===== config.mk =====
export PLATFORM = sky130hd
export DESIGN_NAME = calib_enh_regs
export DESIGN_NICKNAME = d
export VERILOG_FILES = /design/src/logic/calib_enh_pkg.sv /design/src/logic/calib_enh_regs.sv
export SDC_FILE = /design/constraint.sdc
export NUM_CORES = 1
export LEC_CHECK = 0
export ABC_AREA = 0
export ABC_CLOCK_PERIOD_IN_PS = 6340
export BUFFER_PORTS_ARGS = -buffer_cell sky130_fd_sc_hd__clkbuf_2
export CORE_MARGIN = 4
export CORE_UTILIZATION = 55
export CTS_BUF_LIST = sky130_fd_sc_hd__clkbuf_8
export DETAILED_ROUTE_END_ITERATION = 8
export GPL_TIMING_DRIVEN = 1
export MAX_ROUTING_LAYER = met4
export PLACE_DENSITY = 0.87
export REMOVE_ABC_BUFFERS = 1
export SYNTH_ARGS = -nofsm -noshare
export SYNTH_HDL_FRONTEND = slang
export SYNTH_SLANG_ARGS = --single-unit

===== constraint.sdc =====
create_clock -name mclk -period 6.34 [get_ports mclk]
set_clock_uncertainty 0.1 [all_clocks]
set_input_delay 0.951 -clock mclk [delete_from_list [all_inputs] [get_ports mclk]]
set_output_delay 0.951 -clock mclk [all_outputs]
set_load 0.01 [all_outputs]

===== src/logic/calib_enh_pkg.sv =====
// constants for the calibration result and enhancement register bank
// Overview of operation
// - monitor offset register holds two 4-bit results, each reset 1000
// - analog trim register has four 1-bit trims in bits 3..0, top reads zero
// - audio DAC offset result is a full 8-bit field, reset zero
// - common-mode result is 6 bits, reset 0x20, bits 7:6 read zero
// - DC peak monitor result is 4 bits, reset 0x08, top nibble zero
// - boost bit raises loop limit to 41 mA after each ring burst
// - FSK bit with relay bit clocks tone generator 1 at 24 kHz
// - speedup bit picks multi-threshold converter control, converter only
// - impedance reference bit disconnects the internal reference resistor
// - no-converter variant debounces high-to-low battery switch by 60 ms
// - loop closure source bit picks loop current or tip-ring voltage
// - converter variant squelch bit suppresses converter noise in voice band
// - hysteresis bit applies upper and lower loop closure thresholds
package calib_enh_pkg;
    // ==========================================================
    // register indices, byte address is four times the index
    localparam logic [7:0] IDX_MON = 8'h67;
    localparam logic [7:0] IDX_TRIM = 8'h68;
    localparam logic [7:0] IDX_DAC = 8'h69;
    localparam logic [7:0] IDX_CM = 8'h6a;
    localparam logic [7:0] IDX_DCPK = 8'h6b;
    localparam logic [7:0] IDX_ENH = 8'h6c;
    // ==========================================================
    // reset values and writable masks
    localparam logic [7:0] RST_MON = 8'h88;
    localparam logic [7:0] RST_TRIM = 8'h00;
    localparam logic [7:0] RST_DAC = 8'h00;
    localparam logic [7:0] RST_CM = 8'h20;
    localparam logic [7:0] RST_DCPK = 8'h08;
    localparam logic [7:0] RST_ENH = 8'h00;
    localparam logic [7:0] MASK_MON = 8'hff;
    localparam logic [7:0] MASK_TRIM = 8'h0f;
    localparam logic [7:0] MASK_DAC = 8'hff;
    localparam logic [7:0] MASK_CM = 8'h3f;
    localparam logic [7:0] MASK_DCPK = 8'h0f;
    localparam logic [7:0] MASK_ENH_CONV = 8'hf7;
    localparam logic [7:0] MASK_ENH_NOCONV = 8'hdd;
    // ==========================================================
    // enhancement bit positions
    localparam int BIT_BOOST = 7;
    localparam int BIT_FSK = 6;
    localparam int BIT_SPEEDUP = 5;
    localparam int BIT_EXTREF = 4;
    localparam int BIT_DEBOUNCE = 3;
    localparam int BIT_VLOOP = 2;
    localparam int BIT_SQUELCH = 1;
    localparam int BIT_HYST = 0;
    // ==========================================================
    // timing
    localparam int CLK_HZ = 10_000_000;
    localparam int TONE_FAST_HZ = 24_000;
    localparam int TONE_SLOW_HZ = 8_000;
    localparam int TONE_FAST_DIV = CLK_HZ / TONE_FAST_HZ;
    localparam int TONE_SLOW_DIV = CLK_HZ / TONE_SLOW_HZ;
    localparam int DEBOUNCE_MS = 60;
    localparam int DEBOUNCE_CYC = DEBOUNCE_MS * (CLK_HZ / 1000);
    localparam int BOOST_MS = 50;
    localparam int BOOST_CYC = BOOST_MS * (CLK_HZ / 1000);
    localparam logic [5:0] LIMIT_BOOST_MA = 6'd41;
    localparam int CNT_W = 20;
    localparam int TONE_W = 11;
endpackage : calib_enh_pkg


===== src/logic/calib_enh_regs.sv =====
// calibration result and enhancement enable register bank
`timescale 1ns/1ps
module calib_enh_regs
    import calib_enh_pkg::*;
#(
    parameter bit HAS_CONVERTER = 1'b1,
    parameter int DEBOUNCE_CYCLES = DEBOUNCE_CYC,
    parameter int BOOST_CYCLES = BOOST_CYC
) (
    input wire logic mclk,
    input wire logic rst_n,
    input wire logic [9:0] address,
    input wire logic read,
    input wire logic write,
    input wire logic [31:0] writedata,
    input wire logic [3:0] byteenable,
    output logic [31:0] readdata,
    output logic waitrequest,
    input wire logic ringBurstEnd,
    input wire logic [5:0] programmedCurrentLimit,
    input wire logic relaySelectBit,
    input wire logic externalBatterySelect,
    input wire logic lowBatteryReq,
    input wire logic [15:0] loopCurrent,
    input wire logic [15:0] tipRingVoltage,
    input wire logic [15:0] closeThreshUpper,
    input wire logic [15:0] closeThreshLower,
    output logic [3:0] monitorOffsetResultA,
    output logic [3:0] monitorOffsetResultB,
    output logic dacPlusTrim,
    output logic dacMinusTrim,
    output logic adcPlusTrim,
    output logic adcMinusTrim,
    output logic [7:0] audioDacOffsetResult,
    output logic [5:0] commonModeBalanceResult,
    output logic [3:0] dcPeakMonitorResult,
    output logic [5:0] loopLimitMa,
    output logic boostActive,
    output logic fskMode,
    output logic toneTick,
    output logic converterSpeedup,
    output logic externalImpedanceRef,
    output logic batteryLowSel,
    output logic voltageLoopClosure,
    output logic converterSquelch,
    output logic loopClosed
);
    // ==========================================================
    // elaboration checks
    // debounce and boost counters are CNT_W wide, a larger count would wrap silently
    if (DEBOUNCE_CYCLES < 1
        || DEBOUNCE_CYCLES >= (1 << CNT_W)) begin : debounce_range_chk
        $error("debounce count out of range");
    end
    if (BOOST_CYCLES < 1
        || BOOST_CYCLES >= (1 << CNT_W)) begin : boost_range_chk
        $error("boost count out of range");
    end

    localparam logic [7:0] MASK_ENH =
        HAS_CONVERTER ? MASK_ENH_CONV : MASK_ENH_NOCONV;

    logic waitrequest_r;
    logic [31:0] readdata_r;
    logic [7:0] mon_r;
    logic [7:0] trim_r;
    logic [7:0] dac_r;
    logic [7:0] cm_r;
    logic [7:0] dcpk_r;
    logic [7:0] enh_r;
    logic [7:0] rdByte;
    logic [7:0] idx;
    logic wrEn;
    logic boostActive_r;
    logic [CNT_W-1:0] boostCnt_r;
    logic [5:0] loopLimitMa_r;
    logic fskMode_r;
    logic [TONE_W-1:0] toneCnt_r;
    logic [TONE_W-1:0] toneDiv;
    logic toneTick_r;
    logic batteryLowSel_r;
    logic [CNT_W-1:0] dbCnt_r;
    logic dbActive;
    logic [15:0] measure;
    logic loopClosed_r;

    // ==========================================================
    // avalon slave, one wait cycle per access
    assign idx = address[9:2];
    // write lands only at the edge where waitrequest is low
    assign wrEn = write && !waitrequest_r && byteenable[0]
        && (address[1:0] == 2'b00);

    always_ff @(posedge mclk or negedge rst_n) begin
        if (!rst_n) begin
            waitrequest_r <= 1'b1;
        end else if (waitrequest_r && (read || write)) begin
            waitrequest_r <= 1'b0;
        end else begin
            waitrequest_r <= 1'b1;
        end
    end

    always_comb begin
        rdByte = 8'h00;
        if (address[1:0] == 2'b00) begin
            case (idx)
                IDX_MON: rdByte = mon_r;
                IDX_TRIM: rdByte = trim_r;
                IDX_DAC: rdByte = dac_r;
                IDX_CM: rdByte = cm_r;
                IDX_DCPK: rdByte = dcpk_r;
                IDX_ENH: rdByte = enh_r;
                default: rdByte = 8'h00;
            endcase
        end
    end

    always_ff @(posedge mclk or negedge rst_n) begin
        if (!rst_n) begin
            readdata_r <= 32'h0000_0000;
        end else if (waitrequest_r && read) begin
            readdata_r <= {24'h00_0000, rdByte};
        end
    end

    // ==========================================================
    // register storage, reserved bits masked on write
    always_ff @(posedge mclk or negedge rst_n) begin
        if (!rst_n) begin
            mon_r <= RST_MON;
        end else if (wrEn && idx == IDX_MON) begin
            mon_r <= writedata[7:0] & MASK_MON;
        end
    end

    always_ff @(posedge mclk or negedge rst_n) begin
        if (!rst_n) begin
            trim_r <= RST_TRIM;
        end else if (wrEn && idx == IDX_TRIM) begin
            trim_r <= writedata[7:0] & MASK_TRIM;
        end
    end

    always_ff @(posedge mclk or negedge rst_n) begin
        if (!rst_n) begin
            dac_r <= RST_DAC;
        end else if (wrEn && idx == IDX_DAC) begin
            dac_r <= writedata[7:0] & MASK_DAC;
        end
    end

    always_ff @(posedge mclk or negedge rst_n) begin
        if (!rst_n) begin
            cm_r <= RST_CM;
        end else if (wrEn && idx == IDX_CM) begin
            cm_r <= writedata[7:0] & MASK_CM;
        end
    end

    always_ff @(posedge mclk or negedge rst_n) begin
        if (!rst_n) begin
            dcpk_r <= RST_DCPK;
        end else if (wrEn && idx == IDX_DCPK) begin
            dcpk_r <= writedata[7:0] & MASK_DCPK;
        end
    end

    // variant decides which enhancement bits exist
    always_ff @(posedge mclk or negedge rst_n) begin
        if (!rst_n) begin
            enh_r <= RST_ENH;
        end else if (wrEn && idx == IDX_ENH) begin
            enh_r <= writedata[7:0] & MASK_ENH;
        end
    end

    // ==========================================================
    // current limit boost after ring burst
    always_ff @(posedge mclk or negedge rst_n) begin
        if (!rst_n) begin
            boostActive_r <= 1'b0;
            boostCnt_r <= '0;
        end else if (!enh_r[BIT_BOOST]) begin
            boostActive_r <= 1'b0;
            boostCnt_r <= '0;
        end else if (ringBurstEnd) begin
            boostActive_r <= 1'b1;
            boostCnt_r <= CNT_W'(BOOST_CYCLES - 1);
        end else if (boostActive_r) begin
            if (boostCnt_r == '0) begin
                boostActive_r <= 1'b0;
            end else begin
                boostCnt_r <= boostCnt_r - 1'b1;
            end
        end
    end

    always_ff @(posedge mclk or negedge rst_n) begin
        if (!rst_n) begin
            loopLimitMa_r <= 6'h00;
        end else begin
            loopLimitMa_r <= boostActive_r ? LIMIT_BOOST_MA
                : programmedCurrentLimit;
        end
    end

    // ==========================================================
    // fsk enhancement and tone generator 1 clock
    // one mode flag steers the tone generator 1 clock rate
    always_ff @(posedge mclk or negedge rst_n) begin
        if (!rst_n) begin
            fskMode_r <= 1'b0;
        end else begin
            fskMode_r <= enh_r[BIT_FSK] && relaySelectBit;
        end
    end

    // 24 kHz divide rounds down, so fast rate runs slightly high
    assign toneDiv = fskMode_r ? TONE_W'(TONE_FAST_DIV - 1)
        : TONE_W'(TONE_SLOW_DIV - 1);

    always_ff @(posedge mclk or negedge rst_n) begin
        if (!rst_n) begin
            toneCnt_r <= '0;
            toneTick_r <= 1'b0;
        end else if (toneCnt_r >= toneDiv) begin
            toneCnt_r <= '0;
            toneTick_r <= 1'b1;
        end else begin
            toneCnt_r <= toneCnt_r + 1'b1;
            toneTick_r <= 1'b0;
        end
    end

    // ==========================================================
    // battery switch debounce, only high to low
    assign dbActive = !HAS_CONVERTER && enh_r[BIT_DEBOUNCE]
        && externalBatterySelect;

    always_ff @(posedge mclk or negedge rst_n) begin
        if (!rst_n) begin
            batteryLowSel_r <= 1'b0;
            dbCnt_r <= '0;
        end else if (lowBatteryReq == batteryLowSel_r) begin
            dbCnt_r <= '0;
        end else if (!lowBatteryReq || !dbActive) begin
            batteryLowSel_r <= lowBatteryReq;
            dbCnt_r <= '0;
        end else if (dbCnt_r == CNT_W'(DEBOUNCE_CYCLES - 1)) begin
            batteryLowSel_r <= 1'b1;
            dbCnt_r <= '0;
        end else begin
            dbCnt_r <= dbCnt_r + 1'b1;
        end
    end

    // ==========================================================
    // loop closure decision
    assign measure = enh_r[BIT_VLOOP] ? tipRingVoltage
        : loopCurrent;

    always_ff @(posedge mclk or negedge rst_n) begin
        if (!rst_n) begin
            loopClosed_r <= 1'b0;
        end else if (!enh_r[BIT_HYST]) begin
            loopClosed_r <= measure > closeThreshUpper;
        end else if (loopClosed_r) begin
            loopClosed_r <= !(measure < closeThreshLower);
        end else begin
            loopClosed_r <= measure > closeThreshUpper;
        end
    end

    // ==========================================================
    // outputs
    assign readdata = readdata_r;
    assign waitrequest = waitrequest_r;
    assign monitorOffsetResultA = mon_r[7:4];
    assign monitorOffsetResultB = mon_r[3:0];
    assign dacPlusTrim = trim_r[3];
    assign dacMinusTrim = trim_r[2];
    assign adcPlusTrim = trim_r[1];
    assign adcMinusTrim = trim_r[0];
    assign audioDacOffsetResult = dac_r;
    assign commonModeBalanceResult = cm_r[5:0];
    assign dcPeakMonitorResult = dcpk_r[3:0];
    assign loopLimitMa = loopLimitMa_r;
    assign boostActive = boostActive_r;
    assign fskMode = fskMode_r;
    assign toneTick = toneTick_r;
    assign converterSpeedup = enh_r[BIT_SPEEDUP];
    assign externalImpedanceRef = enh_r[BIT_EXTREF];
    assign batteryLowSel = batteryLowSel_r;
    assign voltageLoopClosure = enh_r[BIT_VLOOP];
    assign converterSquelch = enh_r[BIT_SQUELCH];
    assign loopClosed = loopClosed_r;
endmodule : calib_enh_regs


==> impl_metrics.toml, run 1 <==
[place]
pre_cts_ws_ps = 3070
gp_congestion = 0.897
dp.final_hpwl_mm = 10.1
io_buffer_count = 149

[global_routing]
antenna_found_initial = 0
gr-total-overflow = 0
grt_pass1_vias = 4319
grt_max_degree = 89
grt_pass1_wl_mm = 20.9
grt.total_usage_pct = 23.7

[floorplanning]
io_pins = 202
initial_core_util_pct = 57.1
row_count = 35
die_w_um = 106
die-area_um2 = 11300
die_height_um = 106
fp.coreArea_um2 = 9330

[synthesis]
ys_ff_latch = 88
syn_area_per_cell_um2 = 10.6
synth-edff-count = 0
synth_area_um2 = 5320
ys_seq_area_share_pct = 41.5
synth_ff_type = "dfrtp_1"
synth-async-reset-ratio_pct = 100
yosys_warnings = 0
synth_cell_types = 59
synthCells = 501

[critical_path]
critical_path_required_ps = 6480
crit_buf_inv = 1
cp-startpoint = "address[9]"
arrival_ps = 3100
crit_chain = "clkbuf_2 > and4bb_2 > nor4b_2 > nand2_1 > mux2_2"
crit_cells = 5
cp-start-kind = "input port"
timing.rr.start = "enh_r[2]"
cp_max_fo = 10
path_class = "input port to flip-flop"
worst_setup_path_end_kind = "flip-flop"
cpLargestDelayFamily = "simple AND/OR/NAND/NOR gates"
r2r_end = "loopClosed"
reg2reg_slack_ps = 3520
endpoint = "mon_r[1]"
max_stage_delay_ps = 810
r2r_cells = 7
crit_path_top_delay_cell = "nor4b_2"

[sta]
fin_crit_ps = 2960
max_slew_margin_pct = 27.8
fin_ws_ps = 3380
fin_tns_setup_ps = 0
hold_viol = 0
setup_viol = 0
fmax_mhz = 338
timing_worst_slew_pin_value_ps = 1080
finalMaxSlewViolations = 0
finalCritPeriodShare_pct = 46.7
grt_setup_unrepaired = "false"

[detailed_routing]
wl_per_cell_um = 16.6
viasPerCell = 5.62
drtIter0Drc = 300
vias = 4383
drtPass1Iterations = 4
detail-route-antenna-nets = 0
routed_wl_mm = 12.9
drcViolationCount = 0

[clock_tree]
clk_pin_slew_ps = 90
holdBufCountCts = 0
h-tree-depth = 3
root_buffer = "clkbuf_8"
clk_latency_ps = 360
ctsLongestPathBuffers = 2
cts_tree = "built"
clkSinkCount = 88
numCtsBuffers = 9
post_cts_buffers = 0
postCtsResizedCells = 0

[worst_hold_path]
worstHoldPathType = "flip-flop to flip-flop"

[status]
outcome = "complete, no violations"

[final_layout]
num_antenna_cells = 0
final_common_cell = "clkbuf_2"
fillers = 728
final_cell_mix = "148 x clkbuf_2, 83 x dfrtp_1, 52 x mux2_2"
post-route-util_pct = 67.2
nets = 812
syn2layout_area_growth_pct = 17.8
drive_above_1_share_pct = 37.0

[job]
drv_cap = 0

[pwr]
powerDensity_nw_per_um2 = 170
power_w = 0.00106
vdd_ir_drop_max_mv = 0.157
p_leak_nw = 3.33
-- synth_stat cells (6+ instances only) --
library cell / number / area [um2]
a22oi_1: 7 / 52.6
a21oi_1: 21 / 105
nor4_1: 6 / 37.5
a22o_1: 6 / 52.6
ha_1: 42 / 526
mux2_2: 52 / 586
nor2b_1: 6 / 37.5
dfrtp_1: 83 / 2080
or3_1: 6 / 37.5
o21a_1: 12 / 90.1
buf_4: 24 / 180
a21o_1: 7 / 52.6
nand2_1: 25 / 93.8
nand4_1: 10 / 62.6
o21ai_0: 8 / 40.0
xor2_1: 14 / 123
nand3_1: 13 / 65.1
clkbuf_1: 11 / 41.3
inv_1: 37 / 139
nor2_1: 29 / 109
nor3_1: 8 / 40.0
xnor2_1: 6 / 52.6
-- stage by stage --
step | instance area [um2] | instances | hold WS [ps]
after floorplan | 5160 | 485 | 371
after global placement | 6080 | 764 | 368
after detailed placement | 6080 | 764 | 369
after CTS | 6270 | 780 | 389
after global routing | 6270 | 780 | 407
final | 6270 | 780 | 389
-- worst min path at each step --
stage,endpoint,startpoint,depth (start not counted)
after global placement,readdata[2],readdata[2],1
after CTS,readdata[2],readdata[2],1
after global routing,readdata[1],readdata[1],1
after detailed placement,readdata[2],readdata[2],1
after floorplan,fskMode,enh_r[6],1
final,readdata[2],readdata[2],1
-- cell families (layout without fill, tap and decap cells) --
group           Yosys count  count (layout)  synth area share, %
xor+xnor                 20              20                 3.29
mux                      59              59                 13.3
simple gates            129             129                 13.1
buf+inv                  76             203                 7.24
flops                    88              88                 41.5
fa+ha+maj                42              42                 9.87
compound gates           86              86                 11.7
other cells               1              24               0.0704
-- sequential cells by signal (all words and copies together) (netlist names) --
signal	cells
toneCnt_r	11
waitrequest	1
loopClosed	1
loopLimitMa	6
batteryLowSel	1
trim_r	4
cm_r	6
boostCnt_r	20
mon_r	8
readdata	8
audioDacOffsetResult	8
dcpk_r	4
boostActive	1
fskMode	1
enh_r	7
toneTick	1
-- layout make-up --
cell class,instances,area [um2],area share [%]
multi-input cells,360,2820,44.9
flip-flops and latches,88,2210,35.2
repair buffers,150,756,12.1
clock buffers,10,138,2.20
well taps,129,161,2.57
clock inverters,6,51.3,0.818
inverters,37,139,2.22
-- routing by layer --
| metal | share of wire [%] | up-vias | routed length [um] | global-route usage (%) |
|---|---|---|---|---|
| li1 | - | 2056 | - | - |
| met1 | 40 | 2136 | 5220 | 28.2 |
| met4 | 2.4 | 0 | 308 | 7.68 |
| met5 | 0 | - | 0 | - |
| met3 | 5.9 | 23 | 767 | 4.01 |
| met2 | 51 | 168 | 6620 | 41.1 |
-- power breakdown --
part           switching (W)  internal, W  total, W  leakage, nW
Clock               0.000213     0.000158  0.000371       0.0870
Combinational      0.0000693    0.0000534  0.000123         2.06
Sequential        0.00000405     0.000567  0.000571         1.18
Total               0.000286     0.000778   0.00106         3.33
(Power assumes the default switching activity.)
==> inputs of run 2 (changes only) <==
- ABC_CLOCK_PERIOD_IN_PS: 6340 -> 3000
- CORE_UTILIZATION: 55 -> 51
- PLACE_DENSITY: 0.87 -> 0.82
- clock period: 6.34 -> 3 ns (I/O delays scaled with it)
==> run 2 against run 1 <==
  * Flip-flop and latch count is the same
  * Register-to-register slack lost 3200 ps
  * Total power grew 130%
  * First-iteration DRC count shrank 14%
  * Critical endpoint is now loopClosed
  * Utilization shrank 4.8 points
  * Clock power grew to 2.7 times the previous value
  * Design area grew 1.9%
  * Critical path depth grew 2
  * Hold slack lost 390 ps
  * Routed wire length shrank 3.0%
  * Critical path type is now flip-flop to flip-flop
  * Die area grew 7.2%
  * Largest power group unchanged
==> impl_metrics.toml, run 2 (synthesis results as in run 1) <==
[detailed_routing]
routed_wl_mm = 12.5
drtPass1Iterations = 4
viasPerCell = 5.50
wl_per_cell_um = 15.8
drcViolationCount = 0
drtIter0Drc = 257
vias = 4366
detail-route-antenna-nets = 0

[global_routing]
grt_max_degree = 53
grt_pass1_wl_mm = 20.3
gr-total-overflow = 0
antenna_found_initial = 0
grt_pass1_vias = 4414
grt.total_usage_pct = 21.7

[place]
dp.final_hpwl_mm = 9.97
gp_congestion = 0.915
io_buffer_count = 149

[clock_tree]
clk_latency_ps = 360
clkSinkCount = 88
cts_tree = "built"
ctsLongestPathBuffers = 2
holdBufCountCts = 0
root_buffer = "clkbuf_8"
post_cts_buffers = 0
h-tree-depth = 3
postCtsResizedCells = 0
numCtsBuffers = 9
clk_pin_slew_ps = 90

[sta]
setup_viol = 0
fin_tns_setup_ps = 0
hold_viol = 0
max_slew_margin_pct = 55.4
finalCritPeriodShare_pct = 88.3
timing_worst_slew_pin_value_ps = 669
finalMaxSlewViolations = 0
fmax_mhz = 377
fin_crit_ps = 2650
grt_setup_unrepaired = "false"

[final_layout]
top_regs = "boostCnt_r x20, toneCnt_r x11"
regArea_um2 = 2210
fillers = 817
final_common_cell = "clkbuf_2"
multi_input_area_um2 = 2820
syn2layout_area_growth_pct = 20.0
num_antenna_cells = 0
drive_above_1_share_pct = 37.5
nets = 819
final_cell_mix = "148 x clkbuf_2, 83 x dfrtp_1, 52 x mux2_2"
top_register = "boostCnt_r"
largest_reg_flops = 20

[floorplanning]
die-area_um2 = 12100
row_count = 37
die_height_um = 110
die_w_um = 110
initial_core_util_pct = 52.0
io_pins = 202
fp.coreArea_um2 = 10200

[status]
outcome = "complete, no violations"

[critical_path]
crit_chain = "mux2_2 > ha_1 > nand4_1 > nor4_1 > a21boi_0 > o31ai_1 > a21oi_1"
r2r_end = "loopClosed"
crit_path_top_delay_cell = "dfrtp_1"
path_class = "flip-flop to flip-flop"
timing.rr.start = "enh_r[2]"
critical_path_required_ps = 3190
max_stage_delay_ps = 720
arrival_ps = 2840
cp_max_fo = 14
cp-start-kind = "flip-flop"
r2r_cells = 7
worst_setup_path_end_kind = "flip-flop"
reg2reg_slack_ps = 350

[pwr]
vdd_ir_drop_max_mv = 0.278
power_w = 0.00246
powerDensity_nw_per_um2 = 385
p_leak_nw = 3.41

[worst_hold_path]
worstHoldPathType = "input port to asynchronous set/reset pin"

[job]
drv_cap = 0
==> run 2: cell count changes in the layout (fill, tap and decap cells not counted), sizes merged <==
cell | previous run | this run
bufinv | 0 | 3
buf | 2 | 9
clkinvlp | 3 | 0
==> run 2: worst max-delay path by stage <==
stage | from | to | slack (ps)
2_1_floorplan | enh_r[2] | loopClosed | 570
3_3_place_gp | enh_r[2] | loopClosed | 440
3_5_place_dp | enh_r[2] | loopClosed | 340
4_1_cts | enh_r[2] | loopClosed | 330
5_1_grt | enh_r[2] | loopClosed | 130
6_report | enh_r[2] | loopClosed | 350
==> run 2: layout make-up <==
class / instances / share of cell area, %
multi-input combinational: 360 / 44.1
sequential: 88 / 34.6
timing repair buffer: 157 / 12.7
tap: 136 / 2.66
inverter: 37 / 2.17
clock buffer: 10 / 2.15
clock inverter: 6 / 1.68
==> run 2: stage by stage <==
step	util, %	hold WS, ps	area (um2)	setup slack, ps	instances
after floorplan	-	54.4	5160	570	485
after global placement	60.0	367	6140	444	778
after detailed placement	60.0	374	6140	341	778
after CTS	62.4	22.7	6390	326	794
after global routing	62.4	45.2	6390	134	794
final	62.4	2.42	6390	350	794
==> run 2: where the power goes <==
group	switching (W)	total [W]	internal, W
clock network	0.000417	0.000992	0.000575
registers	0.00000779	0.00120	0.00120
logic	0.000146	0.000261	0.000116
total	0.000570	0.00246	0.00189
==> run 2: layer usage <==
metal	GRT usage, %	up-vias	wire [um]	part of all wire, %
met5	-	-	0	0
met4	8.44	0	336	2.7
met3	4.14	26	798	6.4
met2	36.5	164	6270	50
met1	26.0	2110	5140	41
li1	-	2066	-	-
==> run 2: critical path: cells and delay by family, from the launching register on <==
kind	cells	cell delay [ps]
adders and majority gates	1	310
muxes	1	430
DFF	1	720
and+or+nand+nor	2	580
AOI/OAI and AO/OA	3	430
